===== src/rhsp_pkg.sv =====
/*
 * Shared constants for the radio host serial port: framing, command byte
 * layout, clock dividers and pin synchroniser depth.
 * Assumes both ends run on their own 25 MHz clock with a synchronous reset.
 */
package rhsp_pkg;
    // ------------------------------------------------------------------
    // Timing
    // ------------------------------------------------------------------
    localparam int SYS_CLK_HZ = 25000000;
    localparam int SCK_MAX_SYNC_HZ = 8000000;
    localparam int SCK_MAX_ASYNC_HZ = 7500000;
    // Half period of the host serial clock. The round trip from a host clock edge through both
    // pin filters and back is about eleven cycles, so two half periods must cover it; six gives
    // roughly 2 MHz, well under both the sync and async limits.
    localparam int SCK_HALF_CYCLES = 6;
    localparam int CLKOUT_HALF_CYCLES = 1;
    localparam int BITS_PER_BYTE = 8;
    localparam int SYNC_DEPTH = 3;
    // ------------------------------------------------------------------
    // Command byte layout
    // ------------------------------------------------------------------
    localparam int CMD_KIND_BIT = 7;
    localparam int CMD_WRITE_BIT = 6;
    localparam int CMD_FB_BIT = 5;
    localparam int CMD_ADDR_MSB = 5;
    localparam logic [7:0] MISO_IDLE_BYTE = 8'h00;
    localparam logic [7:0] RESET_REG_VALUE = 8'h00;
endpackage


===== src/rhsp_if.sv =====
/*
 * Interface joining the host end and the radio end of the serial port.
 * Assumes the host end resolves the shared data-out line from its enable.
 */
`timescale 1ns/1ps
`default_nettype none
interface rhsp_if;
    logic sel_n;
    logic sclk;
    logic mosi;
    logic miso;
    logic miso_oe;
    logic rst_n_pin;
    logic irq;
    logic host_clock_out;
    logic sleep_txstart_ctl;

    // ------------------------------------------------------------------
    // Views
    // ------------------------------------------------------------------
    modport radio (input sel_n, input sclk, input mosi, output miso, output miso_oe,
        input rst_n_pin, output irq, output host_clock_out, input sleep_txstart_ctl);
    modport host (output sel_n, output sclk, output mosi, input miso, input miso_oe,
        output rst_n_pin, input irq, input host_clock_out, output sleep_txstart_ctl);
endinterface
`default_nettype wire


===== src/rhsp_radio.sv =====
/*
 * Radio end of the serial port: mode-0 slave shifter, command decode,
 * a small register array, a clock output and the side-band pins.
 * Assumes the host is the only master and obeys the serial clock limits.
 */
`timescale 1ns/1ps
`default_nettype none
module rhsp_radio (
    input wire logic CLK,
    input wire logic RST_N,
    rhsp_if.radio LINK,
    output logic [7:0] RX_BYTE,
    output logic RX_VALID,
    output logic [7:0] CMD_BYTE,
    output logic CMD_VALID,
    output logic ACCESS_DONE,
    output logic SLEEP_REQ,
    input wire logic [7:0] FB_DATA,
    input wire logic EVENT_IN
);
    logic sel_n_s;
    logic sclk_s;
    logic mosi_s;
    logic ctl_s;
    logic rst_pin_s;
    logic sclk_d;
    logic sel_d;
    logic [2:0] bit_cnt;
    logic [7:0] shift_in;
    logic [7:0] shift_out;
    logic first_byte;
    logic [7:0] cmd;
    logic [7:0] regs [0:63];
    logic [1:0] clk_div;
    logic miso;
    logic miso_oe;
    logic irq;
    logic clk_out;

    // ------------------------------------------------------------------
    // Pin synchronisers
    // ------------------------------------------------------------------
    rhsp_sync #(.INIT(1'b1)) u_sel (.CLK(CLK), .RST_N(RST_N), .d(LINK.sel_n), .q(sel_n_s));
    rhsp_sync #(.INIT(1'b0)) u_sck (.CLK(CLK), .RST_N(RST_N), .d(LINK.sclk), .q(sclk_s));
    rhsp_sync #(.INIT(1'b0)) u_mosi (.CLK(CLK), .RST_N(RST_N), .d(LINK.mosi), .q(mosi_s));
    rhsp_sync #(.INIT(1'b0)) u_ctl (.CLK(CLK), .RST_N(RST_N), .d(LINK.sleep_txstart_ctl), .q(ctl_s));
    rhsp_sync #(.INIT(1'b1)) u_rst (.CLK(CLK), .RST_N(RST_N), .d(LINK.rst_n_pin), .q(rst_pin_s));

    // ------------------------------------------------------------------
    // Decode
    // ------------------------------------------------------------------
    wire active = !sel_n_s;
    wire sck_rise = active && sclk_s && !sclk_d;
    wire sck_fall = active && !sclk_s && sclk_d;
    wire sel_fall = !sel_n_s && sel_d;
    wire sel_rise = sel_n_s && !sel_d;
    wire byte_end = sck_rise && (bit_cnt == 3'(rhsp_pkg::BITS_PER_BYTE - 1));
    wire [7:0] rx_next = {shift_in[6:0], mosi_s};
    wire is_reg = cmd[rhsp_pkg::CMD_KIND_BIT];
    wire is_write = cmd[rhsp_pkg::CMD_WRITE_BIT];
    wire [5:0] reg_addr = cmd[rhsp_pkg::CMD_ADDR_MSB:0];
    wire [5:0] rx_addr = rx_next[rhsp_pkg::CMD_ADDR_MSB:0];
    // Reply byte for the second slot: register contents on any register command, read or write, else frame data.
    wire [7:0] reply = (first_byte && rx_next[rhsp_pkg::CMD_KIND_BIT]) ? regs[rx_addr] : FB_DATA;

    // ------------------------------------------------------------------
    // Shifter
    // ------------------------------------------------------------------
    // Edges are tracked from filtered copies so a glitch on a pin caught by one sample only never counts.
    always_ff @(posedge CLK) begin
        if (!RST_N) begin
            sclk_d <= 1'b0;
            sel_d <= 1'b1;
            bit_cnt <= 3'h0;
            shift_in <= 8'h00;
            shift_out <= rhsp_pkg::MISO_IDLE_BYTE;
            first_byte <= 1'b1;
            cmd <= 8'h00;
            RX_VALID <= 1'b0;
            CMD_VALID <= 1'b0;
            RX_BYTE <= 8'h00;
            CMD_BYTE <= 8'h00;
            ACCESS_DONE <= 1'b0;
        end else begin
            sclk_d <= sclk_s;
            sel_d <= sel_n_s;
            RX_VALID <= 1'b0;
            CMD_VALID <= 1'b0;
            ACCESS_DONE <= sel_rise;
            if (sel_fall) begin
                bit_cnt <= 3'h0;
                first_byte <= 1'b1;
                shift_out <= rhsp_pkg::MISO_IDLE_BYTE;
            end else if (sck_rise) begin
                bit_cnt <= bit_cnt + 3'h1;
                shift_in <= rx_next;
                if (byte_end) begin
                    RX_BYTE <= rx_next;
                    RX_VALID <= 1'b1;
                    first_byte <= 1'b0;
                    shift_out <= reply;
                    if (first_byte) begin
                        cmd <= rx_next;
                        CMD_BYTE <= rx_next;
                        CMD_VALID <= 1'b1;
                    end
                end
            end else if (sck_fall && bit_cnt != 3'h0) begin
                shift_out <= {shift_out[6:0], 1'b0};
            end
        end
    end

    // ------------------------------------------------------------------
    // Register array
    // ------------------------------------------------------------------
    // Every byte after the command of a register write lands at the same address; the last one stays.
    always_ff @(posedge CLK) begin
        if (!RST_N) begin
            for (int i = 0; i < 64; i++) begin
                regs[i] <= rhsp_pkg::RESET_REG_VALUE;
            end
        end else if (byte_end && !first_byte && is_reg && is_write && bit_cnt == 3'h7) begin
            regs[reg_addr] <= rx_next;
        end
    end

    // ------------------------------------------------------------------
    // Pins out
    // ------------------------------------------------------------------
    // The data line is enabled by select alone, reset pin state included.
    always_ff @(posedge CLK) begin
        if (!RST_N) begin
            miso <= 1'b0;
            miso_oe <= 1'b0;
            irq <= 1'b0;
            clk_div <= 2'h0;
            clk_out <= 1'b0;
            SLEEP_REQ <= 1'b0;
        end else begin
            miso <= shift_out[7];
            miso_oe <= !sel_n_s;
            irq <= EVENT_IN && rst_pin_s;
            SLEEP_REQ <= ctl_s;
            if (clk_div == 2'(rhsp_pkg::CLKOUT_HALF_CYCLES - 1)) begin
                clk_div <= 2'h0;
                clk_out <= !clk_out && rst_pin_s;
            end else begin
                clk_div <= clk_div + 2'h1;
            end
        end
    end

    assign LINK.miso = miso;
    assign LINK.miso_oe = miso_oe;
    assign LINK.irq = irq;
    assign LINK.host_clock_out = clk_out;
endmodule
`default_nettype wire


===== src/rhsp_sync.sv =====
/*
 * Three-stage pin synchroniser with agreement filter.
 * Assumes the input is asynchronous to CLK.
 */
`timescale 1ns/1ps
`default_nettype none
module rhsp_sync #(
    parameter logic INIT = 1'b0
) (
    input wire logic CLK,
    input wire logic RST_N,
    input wire logic d,
    output logic q
);
    logic [2:0] stage;

    // ------------------------------------------------------------------
    // Chain
    // ------------------------------------------------------------------
    // The output moves only when the second and third stages agree.
    always_ff @(posedge CLK) begin
        if (!RST_N) begin
            stage <= {3{INIT}};
            q <= INIT;
        end else begin
            stage <= {stage[1:0], d};
            if (stage[1] == stage[2]) begin
                q <= stage[2];
            end
        end
    end
endmodule
`default_nettype wire


===== src/flat_wrapper.sv =====
// flat-port wrapper written by rule: the top's interface ports become plain ports
module rhsp_radio_flat 
  (CLK, RST_N, RX_BYTE, RX_VALID, CMD_BYTE, CMD_VALID, ACCESS_DONE, SLEEP_REQ, FB_DATA, EVENT_IN, LINK_sel_n, LINK_sclk, LINK_mosi, LINK_miso, LINK_miso_oe, LINK_rst_n_pin, LINK_irq, LINK_host_clock_out, LINK_sleep_txstart_ctl);
  rhsp_if LINK_i ();
  input wire logic CLK;
  input wire logic RST_N;
  output logic [7:0] RX_BYTE;
  output logic RX_VALID;
  output logic [7:0] CMD_BYTE;
  output logic CMD_VALID;
  output logic ACCESS_DONE;
  output logic SLEEP_REQ;
  input wire logic [7:0] FB_DATA;
  input wire logic EVENT_IN;
  input wire logic [$bits(LINK_i.sel_n)-1:0] LINK_sel_n;
  input wire logic [$bits(LINK_i.sclk)-1:0] LINK_sclk;
  input wire logic [$bits(LINK_i.mosi)-1:0] LINK_mosi;
  output wire logic [$bits(LINK_i.miso)-1:0] LINK_miso;
  output wire logic [$bits(LINK_i.miso_oe)-1:0] LINK_miso_oe;
  input wire logic [$bits(LINK_i.rst_n_pin)-1:0] LINK_rst_n_pin;
  output wire logic [$bits(LINK_i.irq)-1:0] LINK_irq;
  output wire logic [$bits(LINK_i.host_clock_out)-1:0] LINK_host_clock_out;
  input wire logic [$bits(LINK_i.sleep_txstart_ctl)-1:0] LINK_sleep_txstart_ctl;
  assign LINK_i.sel_n = LINK_sel_n;
  assign LINK_i.sclk = LINK_sclk;
  assign LINK_i.mosi = LINK_mosi;
  assign LINK_miso = LINK_i.miso;
  assign LINK_miso_oe = LINK_i.miso_oe;
  assign LINK_i.rst_n_pin = LINK_rst_n_pin;
  assign LINK_irq = LINK_i.irq;
  assign LINK_host_clock_out = LINK_i.host_clock_out;
  assign LINK_i.sleep_txstart_ctl = LINK_sleep_txstart_ctl;
  rhsp_radio u_core (.CLK(CLK), .RST_N(RST_N), .LINK(LINK_i), .RX_BYTE(RX_BYTE), .RX_VALID(RX_VALID), .CMD_BYTE(CMD_BYTE), .CMD_VALID(CMD_VALID), .ACCESS_DONE(ACCESS_DONE), .SLEEP_REQ(SLEEP_REQ), .FB_DATA(FB_DATA), .EVENT_IN(EVENT_IN));
endmodule

===== config.mk =====
export PLATFORM = sky130hd
export DESIGN_NAME = rhsp_radio_flat
export DESIGN_NICKNAME = d
export VERILOG_FILES = /design/src/rhsp_pkg.sv /design/src/rhsp_if.sv /design/src/rhsp_radio.sv /design/src/rhsp_sync.sv /design/src/flat_wrapper.sv
export SDC_FILE = /design/constraint.sdc
export NUM_CORES = 1
export LEC_CHECK = 0
export CORE_MARGIN = 2
export CORE_UTILIZATION = 45
export CTS_CLUSTER_DIAMETER = 200
export DETAILED_ROUTE_END_ITERATION = 7
export DONT_BUFFER_PORTS = 1
export SYNTH_ARGS = -nofsm -noshare
export SYNTH_HDL_FRONTEND = slang
export SYNTH_SLANG_ARGS = --single-unit
export TNS_END_PERCENT = 5

===== constraint.sdc =====
create_clock -name CLK -period 5.7 [get_ports CLK]
set_clock_uncertainty 0.15 [all_clocks]
set_input_delay 1.14 -clock CLK [delete_from_list [all_inputs] [get_ports CLK]]
set_output_delay 1.14 -clock CLK [all_outputs]
set_load 0.01 [all_outputs]

==> results of run 1 <==
[stage by stage]
| step | util | hold WS (ns) | instance area [µm²] | instances | worst slack (ns) |
|---|---|---|---|---|---|
| 4_1_cts | 0.4983 | 0.2599 | 28690 | 2615 | 1.684 |
| 6_report | 0.4983 | 0.2598 | 28690 | 2615 | 1.640 |
| 5_1_grt | 0.4983 | 0.2809 | 28690 | 2615 | 1.480 |
| 2_1_floorplan | - | 0.2363 | 26210 | 1871 | 2.137 |
| 3_3_place_gp | 0.4654 | 0.2411 | 26800 | 2506 | 1.618 |
| 3_5_place_dp | 0.4654 | 0.2488 | 26800 | 2506 | 1.597 |
[worst max path at each step]
stage               depth (start not counted)                        start  slack, ns                               end
floorplan                                   6                        RST_N       2.14   u_core.regs[0][0]$_SDFFCE_PN0P_
global placement                            5                        RST_N       1.62  u_core.regs[49][4]$_SDFFCE_PN0P_
detailed placement                          5                        RST_N       1.60  u_core.regs[49][4]$_SDFFCE_PN0P_
CTS                                         5  u_core.u_sel.q$_SDFFE_PN1N_       1.68  u_core.regs[49][1]$_SDFFCE_PN0P_
global route                                5  u_core.u_sel.q$_SDFFE_PN1N_       1.48  u_core.regs[57][0]$_SDFFCE_PN0P_
finish                                      5  u_core.u_sel.q$_SDFFE_PN1N_       1.64  u_core.regs[49][1]$_SDFFCE_PN0P_
[power groups by stage]
stage / clock network [W] / logic, W / registers, W
floorplan: 0 / 0.000154 / 0.00491
global placement: 0 / 0.000197 / 0.00496
detailed placement: 0 / 0.000203 / 0.00496
CTS: 0.00387 / 0.000203 / 0.00487
global route: 0.00402 / 0.000217 / 0.00489
finish: 0.00383 / 0.000202 / 0.00487
[cell usage after synthesis, drive strengths merged, types with 2 or more instances]
library cell / instances
mux2i: 17
o2111ai: 2
nor2: 95
or2: 2
or3: 8
mux2: 9
a211oi: 4
nor2b: 17
a2111oi: 19
a22oi: 53
inv: 11
nand3b: 5
edfxtp: 512
nor4: 2
nand4b: 8
nand3: 13
nor4b: 2
nand2: 69
a22o: 6
nor3b: 2
o22ai: 4
and3: 9
buf: 33
clkbuf: 126
mux4: 119
or4b: 2
dfxtp: 67
o21ai: 79
nand2b: 12
ha: 4
a21oi: 23
or3b: 3
and2: 528
[metal layers]
metal  part of all wire  GRT usage  up-vias  wire, µm
li1                   -          -     6682         -
met1               0.43     0.3142     7607     27680
met2               0.48     0.3500      576     30770
met3              0.071    0.02958       97      4550
met4              0.022    0.05936        0      1438
met5                  0          0        -         0
[worst max-delay path: stages, from the launching register on]
cell	delay, ns
dfxtp_1	0.44
or3b_1	0.65
or3_1	0.46
or4b_1	0.79
buf_4	0.32
o21ai_0	0.85
[state kept, by name, summed over array words and instances (netlist names), 7 cells and up]
register / cells
u_core.regs: 512
u_core.shift_out: 8
u_core.shift_in: 7
u_core.RX_BYTE: 8
u_core.CMD_BYTE: 8
[cell families after synthesis]
group           count (synthesis)
buf+inv                       170
xor+xnor                        1
simple gates                  779
flops                         579
compound gates                193
mux                           145
fa+ha+maj                       4
[final cells by class]
class / instances / area [µm²]
Fill cell: 4865 / 28890
Sequential cell: 579 / 16740
Timing Repair Buffer: 29 / 255.2
Multi-Input combinational cell: 1122 / 8810
Clock buffer: 81 / 1599
Clock inverter: 28 / 291.5
Inverter: 11 / 41.29
Tap cell: 765 / 957.2
==> impl_metrics.py, run 1 <==
metrics = {
    "run_status": {
        "outcome": "completed",
    },
    "routing": {
        "detail-route-antenna-nets": 0,
        "drt_iter0_markers": 1601,
        "first_pass_iters": 5,
        "viasPerCell": 5.722,
        "wl_per_cell_um": 24.64,
        "via_count": 14960,
        "wirelength_um": 64440,
        "drcViolationCount": 0,
    },
    "clock_tree": {
        "cts_tree": "built",
        "post_cts_buffers": 0,
        "cts_root_buf": "clkbuf_16",
        "cts_sinks": 579,
        "clkLatencyLatePin_ns": 0.62,
        "h-tree-depth": 2,
        "holdBufCountCts": 0,
        "cts_buffers": 58,
        "cts.repair.resized": 0,
        "cts.clk_slew.worst_paths_ns": 0.06,
        "clk_path_buf_depth": 3,
    },
    "timing": {
        "slew_headroom": 0.1973,
        "tightest_slew_ns": 1.191,
        "finalSetupViolCount": 0,
        "hold_viol": 0,
        "maxSlewViolCount": 0,
        "fin_crit_ns": 4.060,
        "fin_setup_tns_ns": 0,
        "rsz0062_at_grt": "no",
        "finalCritPeriodShare": 0.7122,
        "clock.fmax_ghz": 0.2463,
    },
    "pwr": {
        "p_clk_frac": 0.430,
        "p_sw_w": 0.001800,
        "p_seq_frac": 0.547,
        "power.share.switching": 0.2022,
        "power_frac_comb": 0.023,
        "intPower_w": 0.007100,
        "leakage_nw": 9.365,
        "ir_drop_mv": 0.2310,
        "power.density_nw_per_um2": 310.2,
        "power_w": 0.008900,
    },
    "layout": {
        "mostFrequentLayoutCells": "and2_1 (528), edfxtp_1 (512), mux4_2 (119), o21ai_0 (77), nor2_1 (72)",
        "area_growth_pct": 9.481,
        "nets": 1821,
        "n_antenna_cell": 0,
        "layout_commonest_cell": "and2_1",
        "drive_gt1_frac": 0.1486,
    },
    "job": {
        "maxCapViolations": 0,
    },
    "yosys": {
        "synth_top_family_by_area": "simple AND/OR/NAND/NOR gates",
        "synth-main-ff-cell": "edfxtp_1",
        "synth_seq_cells": 579,
        "synth.avg_cell_area_um2": 14.01,
        "seq_area_frac_synth": 0.6378,
        "synth-xor-area-share": 0.0003342,
        "synth_compound_area_frac": 0.04679,
        "yosysTopAreaCellShare": 0.5867,
        "synthAdderAreaFrac": 0.001910,
        "synth_simple_gate_area_frac": 0.1744,
        "synthArstFlopShare": 0,
        "syn_area_um2": 26210,
        "synthCells": 1871,
        "yosysWarnings": 0,
        "syn_nets": 1891,
        "muxShareOfSynthArea": 0.1126,
        "synth.top_cells.by_area": "edfxtp_1 (59%), and2_1 (13%), mux4_2 (10%)",
        "ys_types": 47,
        "synth_edf_count": 512,
        "yosys.area.top_type": "edfxtp_1",
    },
    "worst_setup_path": {
        "timing.rr.start": "u_core.u_sel.q$_SDFFE_PN1N_",
        "worst_setup_path_start_kind": "flop",
        "path_class": "flop to flop",
        "crit_required_ns": 5.77,
        "r2r_setup_slack_ns": 1.64,
        "worstPathMaxFanout": 15,
        "rr_worst_depth": 5,
        "r2r-end": "u_core.regs[49][1]$_SDFFCE_PN0P_",
        "arrival_ns": 4.13,
        "crit_path_end_kind": "flop",
    },
    "floorplanning": {
        "core_area_um2": 57590,
        "start_util": 0.4551,
        "ios": 40,
        "die_height_um": 245.3,
        "dieArea_um2": 60180,
        "die_x_um": 245.3,
        "rows": 88,
    },
    "place": {
        "place.gp.congestion": 0.8413,
        "dpl.hpwl_um": 41600,
        "port_buffers": 0,
    },
    "global_routing": {
        "grt_pass1_wl_um": 96930,
        "grt_pass1_vias": 14800,
        "overflow": 0,
        "grt_max_degree": 99,
        "grt_util_all_layers": 0.2183,
        "grt_antenna_before_repair": 1,
    },
    "min_path": {
        "hold_depth": 1,
        "hold_class": "flop to flop",
        "worstHoldEndpoint": "u_core.clk_div[0]$_SDFF_PP0_",
        "worstHoldStart": "u_core.clk_div[0]$_SDFF_PP0_",
    },
}
Power figures use the tool's default switching activity.
==> inputs of run 2 (changes only) <==
Clock period 5.7 ns to 4.2 ns, I/O delays scaled along.
==> run 2 against run 1 <==
  * Final area rose by 2.0%
  * Register-to-register slack got worse by 0.88 ns
  * Via count rose by 1.9%
  * Die area did not move
  * Global-route usage rose by 0.46 points
  * Sequential share of layout area fell by 1.2 points
  * Critical endpoint is now u_core.regs[32][4]$_SDFFCE_PN0P_
  * Largest power group unchanged
  * Flip-flop and latch count did not move
  * Fmax rose by 18%
==> impl_metrics.py, run 2 (synthesized netlist as in run 1, its figures left out) <==
metrics = {
    "run_status": {
        "outcome": "completed",
    },
    "timing": {
        "clock.fmax_ghz": 0.2906,
        "whs_ns": 0.1473,
        "finalCritPeriodShare": 0.8194,
        "finalSetupViolCount": 0,
        "hold_viol": 0,
        "rsz0062_at_grt": "no",
        "fin_setup_tns_ns": 0,
        "tightest_slew_ns": 1.115,
        "maxSlewViolCount": 0,
        "fin_crit_ns": 3.441,
        "slew_headroom": 0.2560,
        "layout_setup_ws_ns": 0.7587,
    },
    "routing": {
        "detail-route-antenna-nets": 0,
        "drt_iter0_markers": 1666,
        "via_count": 15250,
        "first_pass_iters": 5,
        "drcViolationCount": 0,
        "wl_per_cell_um": 24.40,
        "wirelength_um": 65840,
        "viasPerCell": 5.652,
    },
    "job": {
        "maxCapViolations": 0,
    },
    "place": {
        "dpl.hpwl_um": 42870,
        "place.gp.congestion": 0.8504,
        "pre_cts_ws_ns": 0.7832,
        "port_buffers": 0,
        "dp_cells": 2586,
    },
    "layout": {
        "layout_commonest_cell": "and2_1",
        "multi_input_area_um2": 8810,
        "mostFrequentLayoutCells": "and2_1 (528), edfxtp_1 (512), mux4_2 (119), buf_4 (105), o21ai_0 (78)",
        "largest-register": "u_core.regs",
        "drive_gt1_frac": 0.1817,
        "nets": 1903,
        "instances_no_fill": 2698,
        "area_growth_pct": 11.67,
        "largest_reg_flops": 512,
        "fill_cells": 4804,
        "seqCellArea_um2": 16740,
    },
    "worst_setup_path": {
        "worstPathMaxFanout": 15,
        "crit_required_ns": 4.37,
        "worst_setup_path_start_kind": "flop",
        "arrival_ns": 3.61,
        "crit_path_end_kind": "flop",
        "path_class": "flop to flop",
    },
    "pwr": {
        "power_w": 0.01197,
        "power.density_nw_per_um2": 409.0,
        "ir_drop_mv": 0.3599,
        "leakage_nw": 9.733,
    },
    "floorplanning": {
        "ios": 40,
        "rows": 88,
        "start_util": 0.4551,
        "die_x_um": 245.3,
        "core_area_um2": 57590,
        "die_height_um": 245.3,
        "dieArea_um2": 60180,
    },
    "clock_tree": {
        "cts_sinks": 579,
        "clk_path_buf_depth": 3,
        "cts_tree": "built",
        "holdBufCountCts": 0,
        "cts.repair.resized": 0,
        "cts_root_buf": "clkbuf_16",
        "post_cts_buffers": 0,
        "clkLatencyLatePin_ns": 0.62,
        "cts.clk_slew.worst_paths_ns": 0.06,
        "h-tree-depth": 2,
        "cts_buffers": 60,
    },
    "global_routing": {
        "grt_max_degree": 90,
        "grt_util_all_layers": 0.2229,
        "grt_pass1_wl_um": 99840,
        "grt_antenna_before_repair": 2,
        "grt_pass1_vias": 15320,
        "overflow": 0,
    },
    "min_path": {
        "hold_class": "input pin to flop",
    },
}
[run 2: cell count changes in the layout (fill, tap and decap cells not counted), moves of 2 or more]
| cell | delta |
|---|---|
| clkbuf_1 | -5 |
| bufinv_16 | -5 |
| clkbuf_8 | +2 |
| clkbuf_16 | +3 |
| buf_4 | +79 |
| clkinv_2 | -4 |
| clkinv_1 | +11 |
[run 2: routing by layer]
layer / vias up / global-route usage / part of all wire
li1: 6842 / - / -
met1: 7814 / 0.3236 / 0.44
met2: 499 / 0.3526 / 0.47
met3: 94 / 0.03001 / 0.059
met4: 0 / 0.06402 / 0.026
met5: - / 0 / 0
[run 2: final timing paths]
path	cells after the start	to	slack, ns	startpoint
worst max-delay path	5	u_core.regs[32][4]$_SDFFCE_PN0P_	0.76	u_core.u_sel.q$_SDFFE_PN1N_
worst min-delay path	1	u_core.u_rst.stage[1]$_SDFF_PN1_	0.15	RST_N
worst max register to register	5	u_core.regs[32][4]$_SDFFCE_PN0P_	0.76	u_core.u_sel.q$_SDFFE_PN1N_
worst min register to register	1	u_core.u_sel.stage[1]$_SDFF_PN1_	0.26	u_core.u_sel.stage[0]$_SDFF_PN1_
[run 2: through the flow]
step,instance area (µm²),utilization
2_1_floorplan,26210,-
3_3_place_gp,27410,0.4760
3_5_place_dp,27410,0.4760
4_1_cts,29260,0.5082
5_1_grt,29270,0.5082
6_report,29270,0.5082
[run 2: report_power, final]
part	total (W)	switching, W	internal, W	leakage [nW]
Clock	0.00505	0.00220	0.00284	0.903
Sequential	0.00659	0.0000876	0.00650	5.41
Combinational	0.000336	0.000188	0.000147	3.42
Total	0.0120	0.00248	0.00949	9.73
[run 2: layout make-up]
cell class              count  area share
inverters                  11    0.001411
diodes                      1  0.00008550
multi-input cells        1122      0.3010
flip-flops and latches    579      0.5718
clock inverters            30    0.005771
clock buffers              81     0.05750
repair buffers            109     0.02967
well taps                 765     0.03270
[run 2: worst max-delay path, cell delays in order, from the launching register on]
cell and delay, ns:
dfxtp_1 0.46, or3b_1 0.48, or3_1 0.41, or4b_1 0.89, o21ai_0 0.50, buf_4 0.24
